--- src/logic/sec_pkg.sv ---
package sec_pkg;

	// Control register location and bit positions
	localparam logic [7:0] SEC_CTRL_ADDR = 8'h40;
	localparam int         SEC_BIT_SEL   = 4;       // Memory select
	localparam int         SEC_BIT_SCK   = 5;       // Shift clock
	localparam int         SEC_BIT_SIN   = 6;       // Serial input
	localparam int         SEC_BIT_SOUT  = 7;       // Serial output
	localparam logic [3:0] SEC_CTRL_LOW  = 4'h0;    // Unused low bits read zero

	// Array geometry
	localparam int SEC_ADDR_W = 7;
	localparam int SEC_DATA_W = 8;
	localparam int SEC_DEPTH  = 128;

	// Erased byte value
	localparam logic [7:0] SEC_ERASED = 8'hFF;

	// Frame lengths after the start bit
	localparam logic [4:0] SEC_LEN_NODATA = 5'h09; // Opcode plus address
	localparam logic [4:0] SEC_LEN_DATA   = 5'h11; // Opcode, address, data

	// Main opcodes
	localparam logic [1:0] SEC_OP_EXT   = 2'h0;
	localparam logic [1:0] SEC_OP_WRITE = 2'h1;
	localparam logic [1:0] SEC_OP_READ  = 2'h2;
	localparam logic [1:0] SEC_OP_ERASE = 2'h3;

	// Extended codes carried in the two top address bits
	localparam logic [1:0] SEC_EXT_LOCK   = 2'h0; // write_lock_cmd
	localparam logic [1:0] SEC_EXT_WRITE_ALL_CMD   = 2'h1; // write_all_cmd
	localparam logic [1:0] SEC_EXT_ERASE_ALL_CMD   = 2'h2; // erase_all_cmd
	localparam logic [1:0] SEC_EXT_UNLOCK = 2'h3; // write_unlock_cmd

	// Programming time
	localparam int SEC_CLK_MHZ      = 50;
	localparam int SEC_PROG_TIME_US = 1000;
	localparam int SEC_PROG_CYCLES  = SEC_PROG_TIME_US * SEC_CLK_MHZ;

	// One programming job
	typedef struct packed {
		logic                  bulk; // Whole array
		logic [SEC_ADDR_W-1:0] addr; // Single target
		logic [SEC_DATA_W-1:0] data; // Byte to store
	} sec_job_t;

	// Programming engine states
	typedef enum logic {
		SEC_ENG_IDLE = 1'b0,
		SEC_ENG_PROG = 1'b1
	} sec_eng_t;

endpackage

--- src/logic/sec_mem.sv ---
`timescale 1ns/1ns
module sec_mem #(
	parameter int AW = 7,
	parameter int DW = 8
) (
	input  wire logic          clk,
	input  wire logic          we,
	input  wire logic [AW-1:0] waddr,
	input  wire logic [DW-1:0] wdata,
	input  wire logic [AW-1:0] raddr,
	output logic      [DW-1:0] rdata
);
	// Storage array
	logic [DW-1:0] mem [0:(1<<AW)-1];

	// Write port and registered read port
	always_ff @(posedge clk) begin
		if (we) begin
			mem[waddr] <= wdata;
		end
		rdata <= mem[raddr];
	end
endmodule

--- src/logic/sec_ctrl.sv ---
`timescale 1ns/1ns
//
// Overview of operation
// - Erase-all sets every array bit to one
// - Erase-all begins when select falls
// - Write-all overwrites without prior erase
// - Write-all commits byte everywhere on select fall
// - Erase frame: start, 11, address MSB first
// - Single erase happens on select fall
// - Programming self-timed by counting system clock cycles
// - Commands ignored while programming runs
// - Serial output low busy, high done
// - Control register 40H bits 4..7 mapped
// - Serial input sampled on shift clock rise
// - Unlock holds until lock or reset
module sec_ctrl
	import sec_pkg::*;
#(
	parameter int PROG_CYCLES = sec_pkg::SEC_PROG_CYCLES
) (
	input  wire logic                           sys_clk,
	input  wire logic                           resetn,
	input  wire logic                           reg_wr,
	input  wire logic [7:0]                     reg_addr,
	input  wire logic [7:0]                     reg_wdata,
	output logic      [7:0]                     reg_rdata,
	input  wire logic [sec_pkg::SEC_ADDR_W-1:0] dbg_addr,
	output logic      [sec_pkg::SEC_DATA_W-1:0] dbg_data
);
	import sec_pkg::*;

	// Timer geometry, long enough to sweep the whole array
	localparam int             TW        = $clog2(PROG_CYCLES + 1);
	localparam logic [TW-1:0]  TMR_LAST  = TW'(PROG_CYCLES - 1);
	localparam logic [TW-1:0]  TMR_DEPTH = TW'(SEC_DEPTH);
	localparam logic [TW-1:0]  TMR_ONE   = TW'(1);
	localparam logic [4:0]     BIT_ONE   = 5'h01;
	localparam logic [1:0]     FIFO_FULL = 2'h2;

	// Whole state of the block
	typedef struct packed {
		logic                  sel;      // Memory select bit
		logic                  sck;      // Shift clock bit
		logic                  sin;      // Serial input bit
		logic                  sel_prev; // Select one cycle ago
		logic                  sck_prev; // Shift clock one cycle ago
		logic                  started;  // Start bit seen
		logic [4:0]            nbits;    // Bits after start
		logic [16:0]           shreg;    // Received bits
		logic                  unlocked; // Erase/write permitted
		sec_job_t [1:0]        fifo;     // Two-entry job buffer
		logic                  fifo_wp;  // Buffer write slot
		logic                  fifo_rp;  // Buffer read slot
		logic [1:0]            fifo_cnt; // Buffer fill
		sec_eng_t              eng;      // Engine state
		logic [TW-1:0]         timer;    // Programming time
		sec_job_t              cur;      // Job being programmed
		logic                  mem_we;   // Array write strobe
		logic [SEC_ADDR_W-1:0] mem_addr; // Array write address
		logic [SEC_DATA_W-1:0] mem_data; // Array write data
		logic                  sout;     // Serial output bit
		logic [7:0]            rdata;    // Register read data
	} sec_state_t;

	sec_state_t s_r;   // Registered state
	sec_state_t s_nxt; // Next state

	logic [1:0] rst_pipe_r; // Reset release synchroniser
	logic       rst_n;      // Synchronised reset

	// Reset release through two flops
	always_ff @(posedge sys_clk or negedge resetn) begin
		if (!resetn) begin
			rst_pipe_r <= 2'h0;
		end else begin
			rst_pipe_r <= {rst_pipe_r[0], 1'b1};
		end
	end
	assign rst_n = rst_pipe_r[1];

	// Decode helpers
	logic                  busy;     // Job pending or running
	logic                  sck_rise; // Shift clock rising edge
	logic                  sel_fall; // Select falling edge
	logic [1:0]            f_op;     // Received opcode
	logic [SEC_ADDR_W-1:0] f_addr;   // Received address
	logic [SEC_DATA_W-1:0] f_data;   // Received data
	logic                  len_nd;   // Frame without data complete
	logic                  len_d;    // Frame with data complete
	logic                  push;     // Enqueue a job
	logic                  pop;      // Dequeue a job
	sec_job_t              new_job;  // Job to enqueue

	// Next-state logic
	always_comb begin
		s_nxt    = s_r;
		s_nxt.mem_we = 1'b0;
		push     = 1'b0;
		pop      = 1'b0;
		new_job  = '0;
		busy     = (s_r.eng == SEC_ENG_PROG) || (s_r.fifo_cnt != 2'h0);
		sck_rise = s_r.sck && !s_r.sck_prev;
		sel_fall = s_r.sel_prev && !s_r.sel;
		len_nd   = (s_r.nbits == SEC_LEN_NODATA);
		len_d    = (s_r.nbits == SEC_LEN_DATA);

		// Field extraction depends on frame length
		if (len_d) begin
			f_op   = s_r.shreg[16:15];
			f_addr = s_r.shreg[14:8];
			f_data = s_r.shreg[7:0];
		end else begin
			f_op   = s_r.shreg[8:7];
			f_addr = s_r.shreg[6:0];
			f_data = SEC_ERASED;
		end

		// Firmware writes the control bits
		if (reg_wr && (reg_addr == SEC_CTRL_ADDR)) begin
			s_nxt.sel = reg_wdata[SEC_BIT_SEL];
			s_nxt.sck = reg_wdata[SEC_BIT_SCK];
			s_nxt.sin = reg_wdata[SEC_BIT_SIN];
		end
		s_nxt.sel_prev = s_r.sel;
		s_nxt.sck_prev = s_r.sck;

		// Serial receiver
		if (!s_r.sel) begin
			// Deselected: frame discarded
			s_nxt.started = 1'b0;
			s_nxt.nbits   = 5'h00;
		end else if (sck_rise && !busy) begin
			if (!s_r.started) begin
				// Leading zeros skipped until start bit
				s_nxt.started = s_r.sin;
			end else if (s_r.nbits != SEC_LEN_DATA) begin
				// MSB-first shift of opcode, address, data
				s_nxt.shreg = {s_r.shreg[15:0], s_r.sin};
				s_nxt.nbits = s_r.nbits + BIT_ONE;
			end
		end

		// Command executes on select falling edge
		if (sel_fall && s_r.started && !busy) begin
			case (f_op)
				SEC_OP_EXT: begin
					case (f_addr[6:5])
						SEC_EXT_UNLOCK: begin
							// Unlock sticks until lock or reset
							if (len_nd) begin
								s_nxt.unlocked = 1'b1;
							end
						end
						SEC_EXT_LOCK: begin
							if (len_nd) begin
								s_nxt.unlocked = 1'b0;
							end
						end
						SEC_EXT_ERASE_ALL_CMD: begin
							// Whole array to ones
							new_job = '{bulk: 1'b1, addr: '0, data: SEC_ERASED};
							push    = len_nd && s_r.unlocked;
						end
						default: begin
							// Whole array to one byte
							new_job = '{bulk: 1'b1, addr: '0, data: f_data};
							push    = len_d && s_r.unlocked;
						end
					endcase
				end
				SEC_OP_WRITE: begin
					// Single byte write
					new_job = '{bulk: 1'b0, addr: f_addr, data: f_data};
					push    = len_d && s_r.unlocked;
				end
				SEC_OP_ERASE: begin
					// Single byte to ones
					new_job = '{bulk: 1'b0, addr: f_addr, data: SEC_ERASED};
					push    = len_nd && s_r.unlocked;
				end
				default: begin
					// Read not handled here
					push = 1'b0;
				end
			endcase
		end

		// Buffer back-pressure: no push when full
		if (s_r.fifo_cnt == FIFO_FULL) begin
			push = 1'b0;
		end
		if (push) begin
			s_nxt.fifo[s_r.fifo_wp] = new_job;
			s_nxt.fifo_wp           = !s_r.fifo_wp;
		end

		// Self-timed programming engine
		case (s_r.eng)
			SEC_ENG_IDLE: begin
				if (s_r.fifo_cnt != 2'h0) begin
					pop           = 1'b1;
					s_nxt.cur     = s_r.fifo[s_r.fifo_rp];
					s_nxt.fifo_rp = !s_r.fifo_rp;
					s_nxt.timer   = '0;
					s_nxt.eng     = SEC_ENG_PROG;
				end
			end
			SEC_ENG_PROG: begin
				// Bulk jobs sweep one address per cycle
				if (s_r.cur.bulk) begin
					s_nxt.mem_we   = (s_r.timer < TMR_DEPTH);
					s_nxt.mem_addr = s_r.timer[SEC_ADDR_W-1:0];
				end else begin
					s_nxt.mem_we   = (s_r.timer == '0);
					s_nxt.mem_addr = s_r.cur.addr;
				end
				s_nxt.mem_data = s_r.cur.data;
				s_nxt.timer    = s_r.timer + TMR_ONE;
				if (s_r.timer == TMR_LAST) begin
					s_nxt.eng = SEC_ENG_IDLE;
				end
			end
			default: begin
				s_nxt.eng = SEC_ENG_IDLE;
			end
		endcase

		// Buffer fill count
		if (push && !pop) begin
			s_nxt.fifo_cnt = s_r.fifo_cnt + 2'h1;
		end else if (pop && !push) begin
			s_nxt.fifo_cnt = s_r.fifo_cnt - 2'h1;
		end

		// Ready indication on serial output
		s_nxt.sout = !busy;

		// Registered read of the control register
		if (reg_addr == SEC_CTRL_ADDR) begin
			s_nxt.rdata = {s_r.sout, s_r.sin, s_r.sck, s_r.sel, SEC_CTRL_LOW};
		end else begin
			s_nxt.rdata = 8'h00;
		end
	end

	// State register
	always_ff @(posedge sys_clk or negedge rst_n) begin
		if (!rst_n) begin
			s_r      <= '0;
			s_r.sout <= 1'b1;
		end else begin
			s_r <= s_nxt;
		end
	end

	// Data array
	sec_mem #(
		.AW (SEC_ADDR_W),
		.DW (SEC_DATA_W)
	) u_mem (
		.clk   (sys_clk),
		.we    (s_r.mem_we),
		.waddr (s_r.mem_addr),
		.wdata (s_r.mem_data),
		.raddr (dbg_addr),
		.rdata (dbg_data)
	);

	// Register outputs
	assign reg_rdata = s_r.rdata;

endmodule

--- config.mk ---
export PLATFORM = sky130hd
export DESIGN_NAME = sec_ctrl
export DESIGN_NICKNAME = d
export VERILOG_FILES = /design/src/logic/sec_pkg.sv /design/src/logic/sec_mem.sv /design/src/logic/sec_ctrl.sv
export SDC_FILE = /design/constraint.sdc
export NUM_CORES = 1
export LEC_CHECK = 0
export BUFFER_PORTS_ARGS = -buffer_cell sky130_fd_sc_hd__buf_4
export CORE_ASPECT_RATIO = 1.2
export CORE_MARGIN = 3
export CORE_UTILIZATION = 53
export DETAILED_ROUTE_END_ITERATION = 8
export PLACE_DENSITY = 0.68
export SLEW_MARGIN = 0
export SYNTH_ARGS = -nofsm -noshare
export SYNTH_HDL_FRONTEND = slang
export SYNTH_SLANG_ARGS = --single-unit
--- constraint.sdc ---
create_clock -name sys_clk -period 9.8 [get_ports sys_clk]
set_input_delay 1.96 -clock sys_clk [delete_from_list [all_inputs] [get_ports sys_clk]]
set_output_delay 1.96 -clock sys_clk [all_outputs]
set_load 0.02 [all_outputs]
==> results of run 1 <==
==> routing by layer <==
| layer | vias up | GRT usage [%] | wire (um) |
|---|---|---|---|
| met5 | - | 0 | 0 |
| met4 | 0 | 6.068 | 2192 |
| met3 | 128 | 3.006 | 5226 |
| met2 | 696 | 36.73 | 49170 |
| met1 | 11140 | 29.56 | 36850 |
| li1 | 8788 | - | - |
==> critical path: cells and delay by family <==
kind | cells | cell delay, ns
buf+inv | 2 | 1.23
mux | 4 | 1.91
==> cells in the final DEF (no fill, tap or decap), drive strengths merged, types with 7 or more instances in the layout <==
master  count
a21oi      13
and2        9
buf        67
bufinv     11
clkbuf    137
clkinv     43
dfrtp     120
dfxtp       8
edfxtp   1024
ha          9
inv        12
mux2       66
mux2i      34
mux4      336
nand2      62
nand3      23
nand4      11
nor2      143
nor2b       9
nor3       16
o21ai      30
xnor2       7
==> area by class of cell <==
cell class,count,area share (%)
tap,1121,2.800
timing repair buffer,67,1.109
sequential,1153,67.82
inverter,9,0.06744
clock buffer,137,5.735
multi-input combinational,824,21.18
clock inverter,62,1.281
antenna,1,0.004996
==> state kept, by name (all words and copies together), names as in the netlist <==
name	count
s_r	113
reg_rdata	4
s_nxt	2
u_mem.rdata	8
rst_pipe_r	2
u_mem.mem	1024
==> cells by family (layout without fill, tap and decap cells) <==
logic type,count (synthesis),after routing,synth area share (%)
other,2,6,0.01665
adders and majority gates,9,9,0.2496
AOI/OAI and AO/OA,66,66,0.8709
and+or+nand+nor,298,298,2.971
DFF,1153,1153,75.23
buffers and inverters,132,275,1.287
muxes,436,436,19.18
xor gates and xnor gates,10,10,0.1942
==> worst min-delay path by stage <==
stage	from	end	slack, ns	depth (start not counted)
2_1_floorplan	rst_pipe_r[0]$_DFF_PN0_	rst_pipe_r[1]$_DFF_PN0_	0.33	0
3_3_place_gp	rst_pipe_r[1]$_DFF_PN0_	s_r[65]$_DFFE_PN0P_	0.34	0
3_5_place_dp	rst_pipe_r[0]$_DFF_PN0_	rst_pipe_r[1]$_DFF_PN0_	0.34	0
4_1_cts	rst_pipe_r[1]$_DFF_PN0_	s_r[11]$_DFFE_PN0P_	0.35	0
5_1_grt	rst_pipe_r[1]$_DFF_PN0_	s_r[11]$_DFFE_PN0P_	0.37	0
6_report	rst_pipe_r[1]$_DFF_PN0_	s_r[80]$_DFFE_PN0P_	0.31	0
==> report_power, final <==
part	internal (mW)	switching, mW
sequential	5.28	0.00448
combinational	0.0620	0.0855
clock	2.36	1.77
total	7.70	1.86
==> through the flow <==
step | power, mW | std cells | worst slack (ns) | hold slack, ns | area [um2]
3_3_place_gp | 5.536 | 3173 | 4.173 | 0.3360 | 46570
4_1_cts | 9.632 | 3372 | 4.889 | 0.3478 | 50080
6_report | 9.559 | 3374 | 4.923 | 0.3134 | 50090
2_1_floorplan | 5.503 | 2109 | 5.366 | 0.3312 | 45120
3_5_place_dp | 5.536 | 3173 | 4.181 | 0.3373 | 46570
5_1_grt | 9.828 | 3373 | 4.745 | 0.3687 | 50090
==> impl.org, run 1 <==
** Setup path
- Critical path data required time :: approximately 10 ns
- Critical-path top delay cell :: buf_8
- The setup check on the worst reg-to-reg path leaves a slack of roughly 5.7 ns.
- Reg-to-reg critical path endpoint :: s_r[76]$_DFFE_PN0P_
- In this run the worst setup path terminates at u_mem.rdata[0]$_DFF_P_.
- The critical path goes through buf_8 -> buf_12 -> mux4_2 -> mux4_2 -> mux4_2 -> mux2_2.
- Kind of end point of the critical path :: flop
- In this design, the critical path's most frequently occurring cell is mux4_2.
- By startpoint and endpoint, the worst setup path is classified as input port to flop.
- Reg-to-reg startpoint :: s_r[113]$_DFFE_PN0P_
- For the worst flop-to-flop path, the logic depth is 13.
- The worst setup path is launched from an input port.
- Critical-path maximum fanout :: approximately 140
- The most critical setup path has its startpoint at dbg_addr[1].
- In this design, the stage delay of the slowest critical-path cell is ~0.64 ns.
- Critical path arrival :: roughly 5.4 ns

** Cells and area
- Cells with a size suffix above 1 make up 27.80% of the layout.
- At the end of the flow the core is filled with cells to 59.71%.
- The layout has ~6000 filler cells.
- Relative to the synthesized area, the layout overhead comes to 11.04%.
- In the final design database the tool counted 2198 nets.
- Registers take 33970 um2.
- Multi-input logic area :: 10610 um2

** Power
- Dividing total power by cell area gives a power density of about 190 nW/um2.
- Worst IR drop on VDD :: approximately 0.15 mV
- In this run the static leakage power is between 10 and 15 nW.

** Drt
- Initial drt markers :: ~2100
- Detailed-route vias per instance :: between 6 and 7
- Detail-routed net length per standard cell :: 27.69 um
- In the routed design, unresolved DRC markers number 0.
- The first detailed-routing pass ran for 5 iterations.
- In this run the remaining antenna-violating nets after routing total 0.
- For this block, the routed nets add up to slightly above 90000 um of wire.
- Via count :: slightly above 20000

** Floorplanning
- The initialized floorplan defines 116 standard-cell rows.
- Die width :: 272.3 um
- Boundary pin count :: between 40 and 50
- Height of the die :: approximately 330 um
- Starting utilization of the core area :: between 50 and 60%
- Core area :: approximately 84000 um2
- The die covers 88670 um2.

** STA
- Between clock sinks in the finished design, the worst skew comes to 0.02587 ns.
- In this run the tightest slew margin relative to its limit is 13.88%.
- For this run, the top clock speed supported by timing is around 210 MHz.
- The count of final hold-check violations was 0.
- For the pin with the worst max-slew slack, the measured transition is 1.282 ns.
- Share of the clock period used by the worst path :: 49.76%
- Summed negative setup slack over all endpoints :: 0 ns
- For the finished layout, the period the worst path requires is about 4.9 ns.
- The number of pins with negative max-slew slack in the final report is 0.
- RSZ-0062 raised after global routing :: no
- Final setup violation count :: 0

** Clocking
- Post-CTS clock slew at the launch and capture registers of the worst setup and hold paths :: about 0.060 ns
- Clock latency on the worst-skew pair :: about 0.69 ns
- Buffers inserted during clock tree synthesis total approximately 110.
- The number of gates resized after CTS was 0.
- The longest clock path from root to sink contains 3 buffers.
- TritonCTS built the clock tree.
- The clock net in this run drives a total of around 1200 sinks.
- After clock tree synthesis, the flow added hold-fix buffers numbering 0.
- The clock tree synthesis step divided the H-tree into 3 levels.
- Root Buffer :: clkbuf_16
- Post-CTS Setup Inserts :: 0

** Synthesis
- Of all cell types, the one taking the most synthesized area is edfxtp_1.
- Sequential elements use roughly three quarters of the synthesized area.
- Fraction of synthesized cell area taken by the top area cell type :: 68.16%
- The Yosys step of the flow raised 0 warnings.
- Cell types with the highest counts after synthesis :: edfxtp_1 (1024), mux4_2 (336), nor2_1 (143)
- Total standard cell area after synthesis :: between 40000 and 50000 um2
- Post-Syn Instances :: 2106
- Flip-flop cell with the highest count after synthesis :: edfxtp_1
- A synthesized cell averages about 21 um2.
- Share of flip-flops with an asynchronous set or reset :: 10.49%
- EDFF count, synth :: ~1000
- Cells taking the most area after synthesis :: edfxtp_1 (68%), mux4_2 (17%), dfrtp_1 (6.7%)
- Dominant cell by count in the synthesized netlist :: edfxtp_1
- Number of synthesized register bits :: roughly 1200
- Cell variety after synth :: approximately 50

** GRT
- For this run the aggregate overflow at the end of global routing stands at 0.
- Largest net degree at the start of global routing :: 142
- The first global-routing pass estimated 141600 um of wire.
- Initial antenna violation count :: 0
- Total global routing track utilization :: between 20 and 25%
- The via count of the first global-routing pass came to 21650.

** Worst hold path
- The tightest min-delay check is of the flop to async pin type.

** Placement
- Port buffering added 32 buffers.
- RD Place Congestion :: roughly 0.77
- Final HPWL DP :: around 55000 um

** Run status
- Outcome :: finished, final reports clean

** Run
- Number of max-cap violations :: 0
No activity file was read; power rests on OpenSTA's default activity.
==> run 2, diff against run 1 <==
- PLACE_DENSITY: 0.68 -> 0.7
- clock period: 9.8 -> 3.9 ns (I/O delays scaled with it)
==> run 2 against run 1 <==
Against the previous run: sequential cell count is the same; sequential share of layout area shrank 1.2 points; combinational power grew to 2.9 times the previous value; clock power grew to 2.6 times the previous value; critical path type is now flop to flop; critical endpoint is now s_r[65]$_DFFE_PN0P_; largest power group unchanged.
==> impl.org, run 2 (synthesis gave the netlist of run 1 again) <==
** Floorplanning
- The placement row count came to 116 (unchanged).
- Die width :: 272.3 um (unchanged)
- The core area was 83890 um2 (unchanged).
- The starting density of the core is 53.77% (unchanged).
- Boundary pin count :: 42 (unchanged)
- The die area is 88670 um2 (unchanged).
- The die height came to 325.6 um (unchanged).

** Drt
- Length of the first detailed-routing pass in iterations :: 7 (+2)
- Routed Wire Length :: 96250 um (+3.0%)
- Detail-routed net length per standard cell :: 27.88 um (+0.67%)
- The number of vias per cell was 6.123 (-0.43%).
- ANT nets after route :: 0 (unchanged)
- Initial drt markers :: 2248 (+6.0%)
- The number of vias in the routed layout is 21140 (+1.9%).
- DRC viols :: 0 (unchanged)

** STA
- Of the available clock period, the critical path in the final layout requires around 91%.
- The number of pins with negative max-slew slack in the final report came to 0 (unchanged).
- Worst clock skew :: 0.02998 ns (+0.004110 ns)
- Summed negative setup slack over all endpoints :: 0 ns (unchanged)
- The worst path in the final design needs a cycle of between 3 and 4 ns, including I/O delays and setup.
- The remaining max-slew budget at the tightest pin came to 20.85% (+7.0 points).
- Max Clock Freq :: approximately 280 MHz
- The total of endpoints with negative setup slack in the final report is 0 (unchanged).
- Setup repair after global routing left no endpoint under its margin.
- The actual slew at the worst max-slew pin came to 1.187 ns (-0.09475 ns).
- Number of endpoints with negative hold slack in the final report :: 0 (unchanged)

** GRT
- Initial antenna violation count :: 1 (+1)
- GRT Residual Overflow :: 0 (unchanged)
- The via count of the first global-routing pass was 21930 (+1.3%).
- Global-route wire length before repair :: 146100 um (+3.2%)
- The global-route usage over all layers came to 22.26% (+0.69 points).
- The largest net degree at the start of global routing is 107 (-25%).

** Placement
- The routability-driven placement congestion ratio is 0.8098 (+5.0%).
- The number of buffers added on ports is 32 (unchanged).
- Placed cells :: 3252 (+2.5%)
- Final HPWL DP :: 59450 um (+7.2%)

** Run status
- The flow ran to the end, and the final reports show no timing, DRC or antenna violations.

** Cells and area
- The area growth from synthesis to layout is 12.99%.
- Most common cell after layout, fill and taps aside :: edfxtp_1
- The total inserted antenna cells came to 0 (-1).
- Flip-flop count of the largest register after layout :: 1024 (unchanged)
- Share of final-layout standard cells stronger than drive strength 1 :: 30.32% (+2.5 points)
- Nets :: 2277 (+3.6%)
- Top library cells by usage in the layout, fill and taps aside :: edfxtp_1 (1024), mux4_2 (336), nor2_1 (142)
- The number of fill cells is 5814 (-2.9%).
- Ranked by flip-flop count, first place goes to u_mem.mem.
- In the final layout, the registers with the most flip-flops are u_mem.mem x1024, s_r x113, u_mem.rdata x8.
- The final cell count without fillers was 3453 (+2.3%).

** Clocking
- Clock latency on the worst-skew pair :: 0.66 ns (-0.03 ns)
- The deepest level of the CTS H-tree came to 3 (unchanged).
- Largest buffer count on any clock path :: 3 (unchanged)
- Post-CTS Setup Inserts :: 0 (unchanged)
- Root Buffer :: clkbuf_16
- The total clock buffers created by CTS was 108 (unchanged).
- The number of sinks driven by the clock tree is 1153 (unchanged).
- TritonCTS clock tree :: built
- Post-CTS clock slew at the launch and capture registers of the worst setup and hold paths :: 0.06 ns (about the same)

** Setup path
- Critical-path maximum fanout :: 15 (-89%)
- Kind of end point of the critical path :: flop
- Type of the worst setup path :: flop to flop
- The required arrival time at the worst endpoint came to 4.42 ns (-5.93 ns).
- STA classifies the critical path startpoint as a flop.
- Reg-to-reg startpoint :: s_r[113]$_DFFE_PN0P_
- CP Launch Point :: s_r[113]$_DFFE_PN0P_
- Critical path arrival :: 4.08 ns (-1.35 ns)

** Power
- The peak supply drop is 0.3638 mV (+140%).
- The leakage power figure was 14.00 nW (+3.8%).
- The power density normalized to cell area came to 477.3 nW/um2 (+150%).

** Worst hold path
- The tightest min-delay check is of the flop to flop type.
- Beginning of the worst hold path :: rst_pipe_r[0]$_DFF_PN0_

** Run
- Number of max-cap violations :: 0 (unchanged)
## run 2: changes by cell type in the layout (fill, tap and decap cells not counted), sizes merged
cell / before / now
buf: 67 / 145
bufinv: 11 / 16
clkbuf: 137 / 130
clkinv: 43 / 46
clkinvlp: 5 / 7
diode: 1 / 0
dlygate4sd3: 0 / 1
inv: 12 / 10
## run 2: critical path, stage by stage (launching register included)
cell      delay [ns]
dfrtp_1         0.41
inv_1           0.07
ha_1            0.18
nor4bb_2        0.39
mux2i_1         0.30
buf_4           0.16
ha_1            0.19
or4b_2          0.62
a21boi_1        0.20
o211ai_1        0.22
nor2_2          0.20
buf_12          0.17
mux2_1          0.33
## run 2: repair_timing
item	CTS	global route
gates resized for setup	0	2
endpoints found under the setup margin	0	16
hold buffers	1	0
endpoints found under the hold margin	2	0
## run 2: routing by layer
metal | global-route usage [%] | routed length, um
met5 | 0 | 13
met4 | 6.464 | 2453
met3 | 3.381 | 6493
met2 | 37.43 | 49850
met1 | 30.68 | 37440
## run 2: path summary, 6_finish.rpt
path                            slack (ns)                       to  depth (start not counted)
worst max-delay path                  0.34      s_r[65]$_DFFE_PN0P_                         12
worst min-delay path                  0.35  rst_pipe_r[1]$_DFF_PN0_                          0
worst max register to register        0.34      s_r[65]$_DFFE_PN0P_                         12
worst min register to register        0.35  rst_pipe_r[1]$_DFF_PN0_                          0
max in group asynchronous             2.70      s_r[13]$_DFFE_PN0P_                          1
min in group asynchronous             0.38      s_r[28]$_DFFE_PN0P_                          0
## run 2: where the power goes
group / internal [mW] / switching, mW / total (mW)
Clock: 6.24 / 4.39 / 10.6
Sequential: 13.3 / 0.0126 / 13.3
Combinational: 0.193 / 0.226 / 0.419
## run 2: layout make-up
type | instances | area [um2] | area share [%]
Multi-Input combinational cell | 824 | 10620 | 20.83
Timing Repair Buffer | 146 | 1351 | 2.651
Inverter | 9 | 33.78 | 0.06628
Tap cell | 1121 | 1403 | 2.752
Sequential cell | 1153 | 33970 | 66.65
Clock inverter | 70 | 745.7 | 1.463
Clock buffer | 130 | 2849 | 5.590
## run 2: through the flow
step	area, um2	utilization [%]	worst slack, ns	total power, mW	hold WS (ns)
floorplan	45120	-	0.02433	13.83	0.3312
global placement	47360	56.45	0.2372	13.95	0.3434
detailed placement	47360	56.45	0.1496	13.96	0.3373
CTS	50960	60.75	0.1365	24.49	0.3314
global route	50970	60.76	0.07470	24.99	0.3590
finish	50970	60.76	0.3375	24.33	0.3491
==> run 3, diff against run 2 <==
- CORE_UTILIZATION: 53 -> 50
- PLACE_DENSITY: 0.7 -> 0.67
==> run 3 against run 2 <==
Against the previous run: first-iteration DRC count decreased by 5.0%; cell count increased by 1.4%; critical endpoint is now s_r[76]$_DFFE_PN0P_; clock-buffer cell count decreased by 1; sequential cell count unchanged; global-route usage decreased by 1.2 points.
==> impl.org, run 3 (synthesis gave the netlist of run 1 again) <==
** Setup path
- The worst stage delay on the critical path came to 0.65 ns (+0.03 ns).
- Critical-path top delay cell :: or4b_2
- Family of cells with the greatest summed delay on the critical path :: simple AND/OR/NAND/NOR gates
- The signal on the critical path passes through inv_1 -> ha_1 -> nor4bb_2 -> buf_4 -> mux2i_2 -> buf_4 -> ha_1 -> or4b_2 -> a21boi_2 -> o211ai_1 -> nor2_2 -> buf_12 -> mux2_2.
- The worst setup path is captured at a flop.
- Type of the worst setup path :: flop to flop
- The required arrival time at the worst endpoint was 4.44 ns (+0.02 ns).
- Critical-path maximum fanout :: 15 (unchanged)
- Critical path arrival :: 4.15 ns (+0.07 ns)
- Count of buffering cells on the critical path with inverters included :: 4 (+1)
- Setup crit start kind :: flop

** Floorplanning
- The core area came to 89340 um2 (+6.5%).
- The placement row count came to 120 (+3.4%).
- The die height is 335.0 um (+2.9%).
- The die area is 93880 um2 (+5.9%).
- The number of placed I/O pins was 42 (unchanged).
- The starting density of the core was 50.50% (-3.3 points).
- Die width :: 280.2 um (+2.9%)

** Cells and area
- The final cell count without fillers was 3503 (+1.4%).
- From synthesis to final layout, the design area changed by 13.43%.
- Flip-flop count of the largest register after layout :: 1024 (unchanged)
- The fraction of final layout cells with drive strength greater than 1 is 31.06% (+0.74 points).
- The number of fill cells came to 6289 (+8.2%).
- The final-stage net count is 2289 (+0.53%).
- In the final layout, the registers with the most flip-flops are u_mem.mem x1024, s_r x113, u_mem.rdata x8.
- Register with the most flip-flops :: u_mem.mem
- Inserted Diodes :: 0 (unchanged)
- FF+latch area :: 33970 um2 (unchanged)
- The top cell types in the final layout, fill and taps aside, are edfxtp_1 (1024), mux4_2 (336), nor2_1 (142).
- Final standard cell utilization of the core :: 57.28% (-3.5 points)
- The area of the multi-input gates is 10620 um2 (about the same).
- The library cell used most frequently in the layout, excluding fill and tap cells, is edfxtp_1.

** STA
- The minimum clock period is 3.611 ns (+0.04837 ns).
- The remaining max-slew budget at the tightest pin came to 16.47% (-4.4 points).
- Share of the clock period used by the worst path :: 92.59% (+1.2 points)
- Setup repair after global routing left no endpoint under its margin.
- The maximum clock frequency is 276.9 MHz (-1.3%).
- Final setup violation count :: 0 (unchanged)
- Summed negative setup slack over all endpoints :: 0 ns (unchanged)
- The count of final hold-check violations is 0 (unchanged).
- The number of pins with negative max-slew slack in the final report was 0 (unchanged).
- Worst clock skew :: 0.02133 ns (-0.008643 ns)
- The actual slew at the worst max-slew pin is 1.253 ns (+0.06570 ns).

** Run status
- The flow ran to the end, and the final reports show no timing, DRC or antenna violations.

** Clocking
- The number of sinks driven by the clock tree is 1153 (unchanged).
- The maximum clock path buffer count was 3 (unchanged).
- Root Buffer :: clkbuf_16
- TritonCTS built the clock tree.
- H-tree Lvls :: 3 (unchanged)
- The insertion delay to the later sink of the worst-skew pair came to 0.68 ns (+0.02 ns).
- The clock-pin slew on the worst setup and hold paths was 0.06 ns (about the same).
- Number of buffers added by the clock tree synthesis step :: 109 (+0.93%)

** Drt
- The number of vias in the routed layout was 21180 (+0.16%).
- Length of the first detailed-routing pass in iterations :: 5 (-2)
- ANT nets after route :: 0 (unchanged)
- Initial drt markers :: 2136 (-5.0%)
- DRC viols :: 0 (unchanged)
- Detail-routed net length per standard cell :: 27.61 um (-0.93%)
- The overall routed net length was 96740 um (+0.50%).
- The number of vias per cell came to 6.045 (-1.3%).

** Power
- Total power density per cell area :: 478.6 nW/um2 (+0.29%)
- The share of total power in sequential cells came to 54.2% (-0.3 points).
- The clock share of power is 44.1% (+0.4 points).
- Sw power :: 4.712 mW (+1.7%)
- Reported leakage power :: 14.09 nW (+0.66%)
- The combinational power share came to 1.7% (about the same).
- The switching portion of total power came to 19.24% (+0.19 points).
- The internal power came to 19.78 mW (+0.44%).
- Worst IR drop on VDD :: 0.3667 mV (+0.81%)

** GRT
- The global-route usage over all layers is 21.04% (-1.2 points).
- Global-route wire length before repair :: 145200 um (-0.66%)
- The number of antenna violations at the first check in global routing was 1 (unchanged).
- The aggregate global routing overflow is 0 (unchanged).
- Largest net degree at the start of global routing :: 103 (-3.7%)
- Number of global-route vias before repair :: 22010 (+0.36%)

** Placement
- RD Place Congestion :: 0.8036 (-0.77%)
- The estimated wirelength of the detail-placed design was 60000 um (+0.93%).
- The number of buffers added on ports was 32 (unchanged).
- The cell total after placement was 3300 (+1.5%).

** Worst hold path
- The tightest min-delay check is of the input port to flop type.

** Run
- Number of max-cap violations :: 0 (unchanged)
run 3: cell count changes in the layout (fill, tap and decap cells not counted), moves of 2 or more:
| cell | previous run | this run |
|---|---|---|
| buf_4 | 124 | 136 |
| clkbuf_1 | 19 | 14 |
| clkbuf_8 | 0 | 4 |
| clkinvlp_2 | 0 | 3 |
| clkinv_1 | 27 | 25 |
| clkinvlp_4 | 7 | 5 |
| inv_16 | 0 | 2 |
run 3: layout make-up:
cell class	instances	area share, %
clock buffers	129	5.639
inverters	9	0.06602
repair buffers	157	2.778
flip-flops and latches	1153	66.39
well taps	1159	2.834
multi-input cells	824	20.76
clock inverters	72	1.531
run 3: per-layer routing:
metal	share of wire, %	up-vias	global-route usage [%]
met5	0.013	-	0
met4	2.6	2	6.328
met3	6.4	140	3.328
met2	52	767	35.33
met1	39	11290	28.81
li1	-	8975	-
run 3: power groups by stage:
stage	registers, mW	clock network, mW	logic [mW]
3_3_place_gp	13.5	0	0.421
5_1_grt	13.3	11.5	0.444
3_5_place_dp	13.5	0	0.423
6_report	13.3	10.8	0.413
2_1_floorplan	13.5	0	0.292
4_1_cts	13.3	11.0	0.425
run 3: worst paths after layout:
path	slack [ns]	startpoint	end	depth (start not counted)
setup / recovery	0.29	s_r[113]$_DFFE_PN0P_	s_r[76]$_DFFE_PN0P_	13
hold / removal	0.35	reg_wdata[6]	s_r[120]$_DFFE_PN0P_	2
setup reg to reg	0.29	s_r[113]$_DFFE_PN0P_	s_r[76]$_DFFE_PN0P_	13
hold reg to reg	0.35	rst_pipe_r[0]$_DFF_PN0_	rst_pipe_r[1]$_DFF_PN0_	0
max in group asynchronous	2.49	rst_pipe_r[1]$_DFF_PN0_	s_r[87]$_DFFE_PN0P_	1
min in group asynchronous	0.44	resetn	rst_pipe_r[0]$_DFF_PN0_	2
run 3: repair_timing:
action / in CTS / in global routing
resized for setup: 0 / 4
buffers inserted: 0 / 1
hold buffers: 1 / 0
setup endpoints to repair: 0 / 17
endpoints found under the hold margin: 2 / 0
run 3: metrics by stage:
step / setup WS [ns] / hold slack (ns) / power, mW / area (um2)
finish: 0.2891 / 0.3457 / 24.49 / 51170
global route: 0.02806 / 0.3275 / 25.19 / 51170
CTS: 0.1161 / 0.3072 / 24.67 / 51150
detailed placement: 0.1427 / 0.3418 / 13.96 / 47470
global placement: 0.2236 / 0.3392 / 13.96 / 47470
floorplan: 0.02433 / 0.3312 / 13.83 / 45120
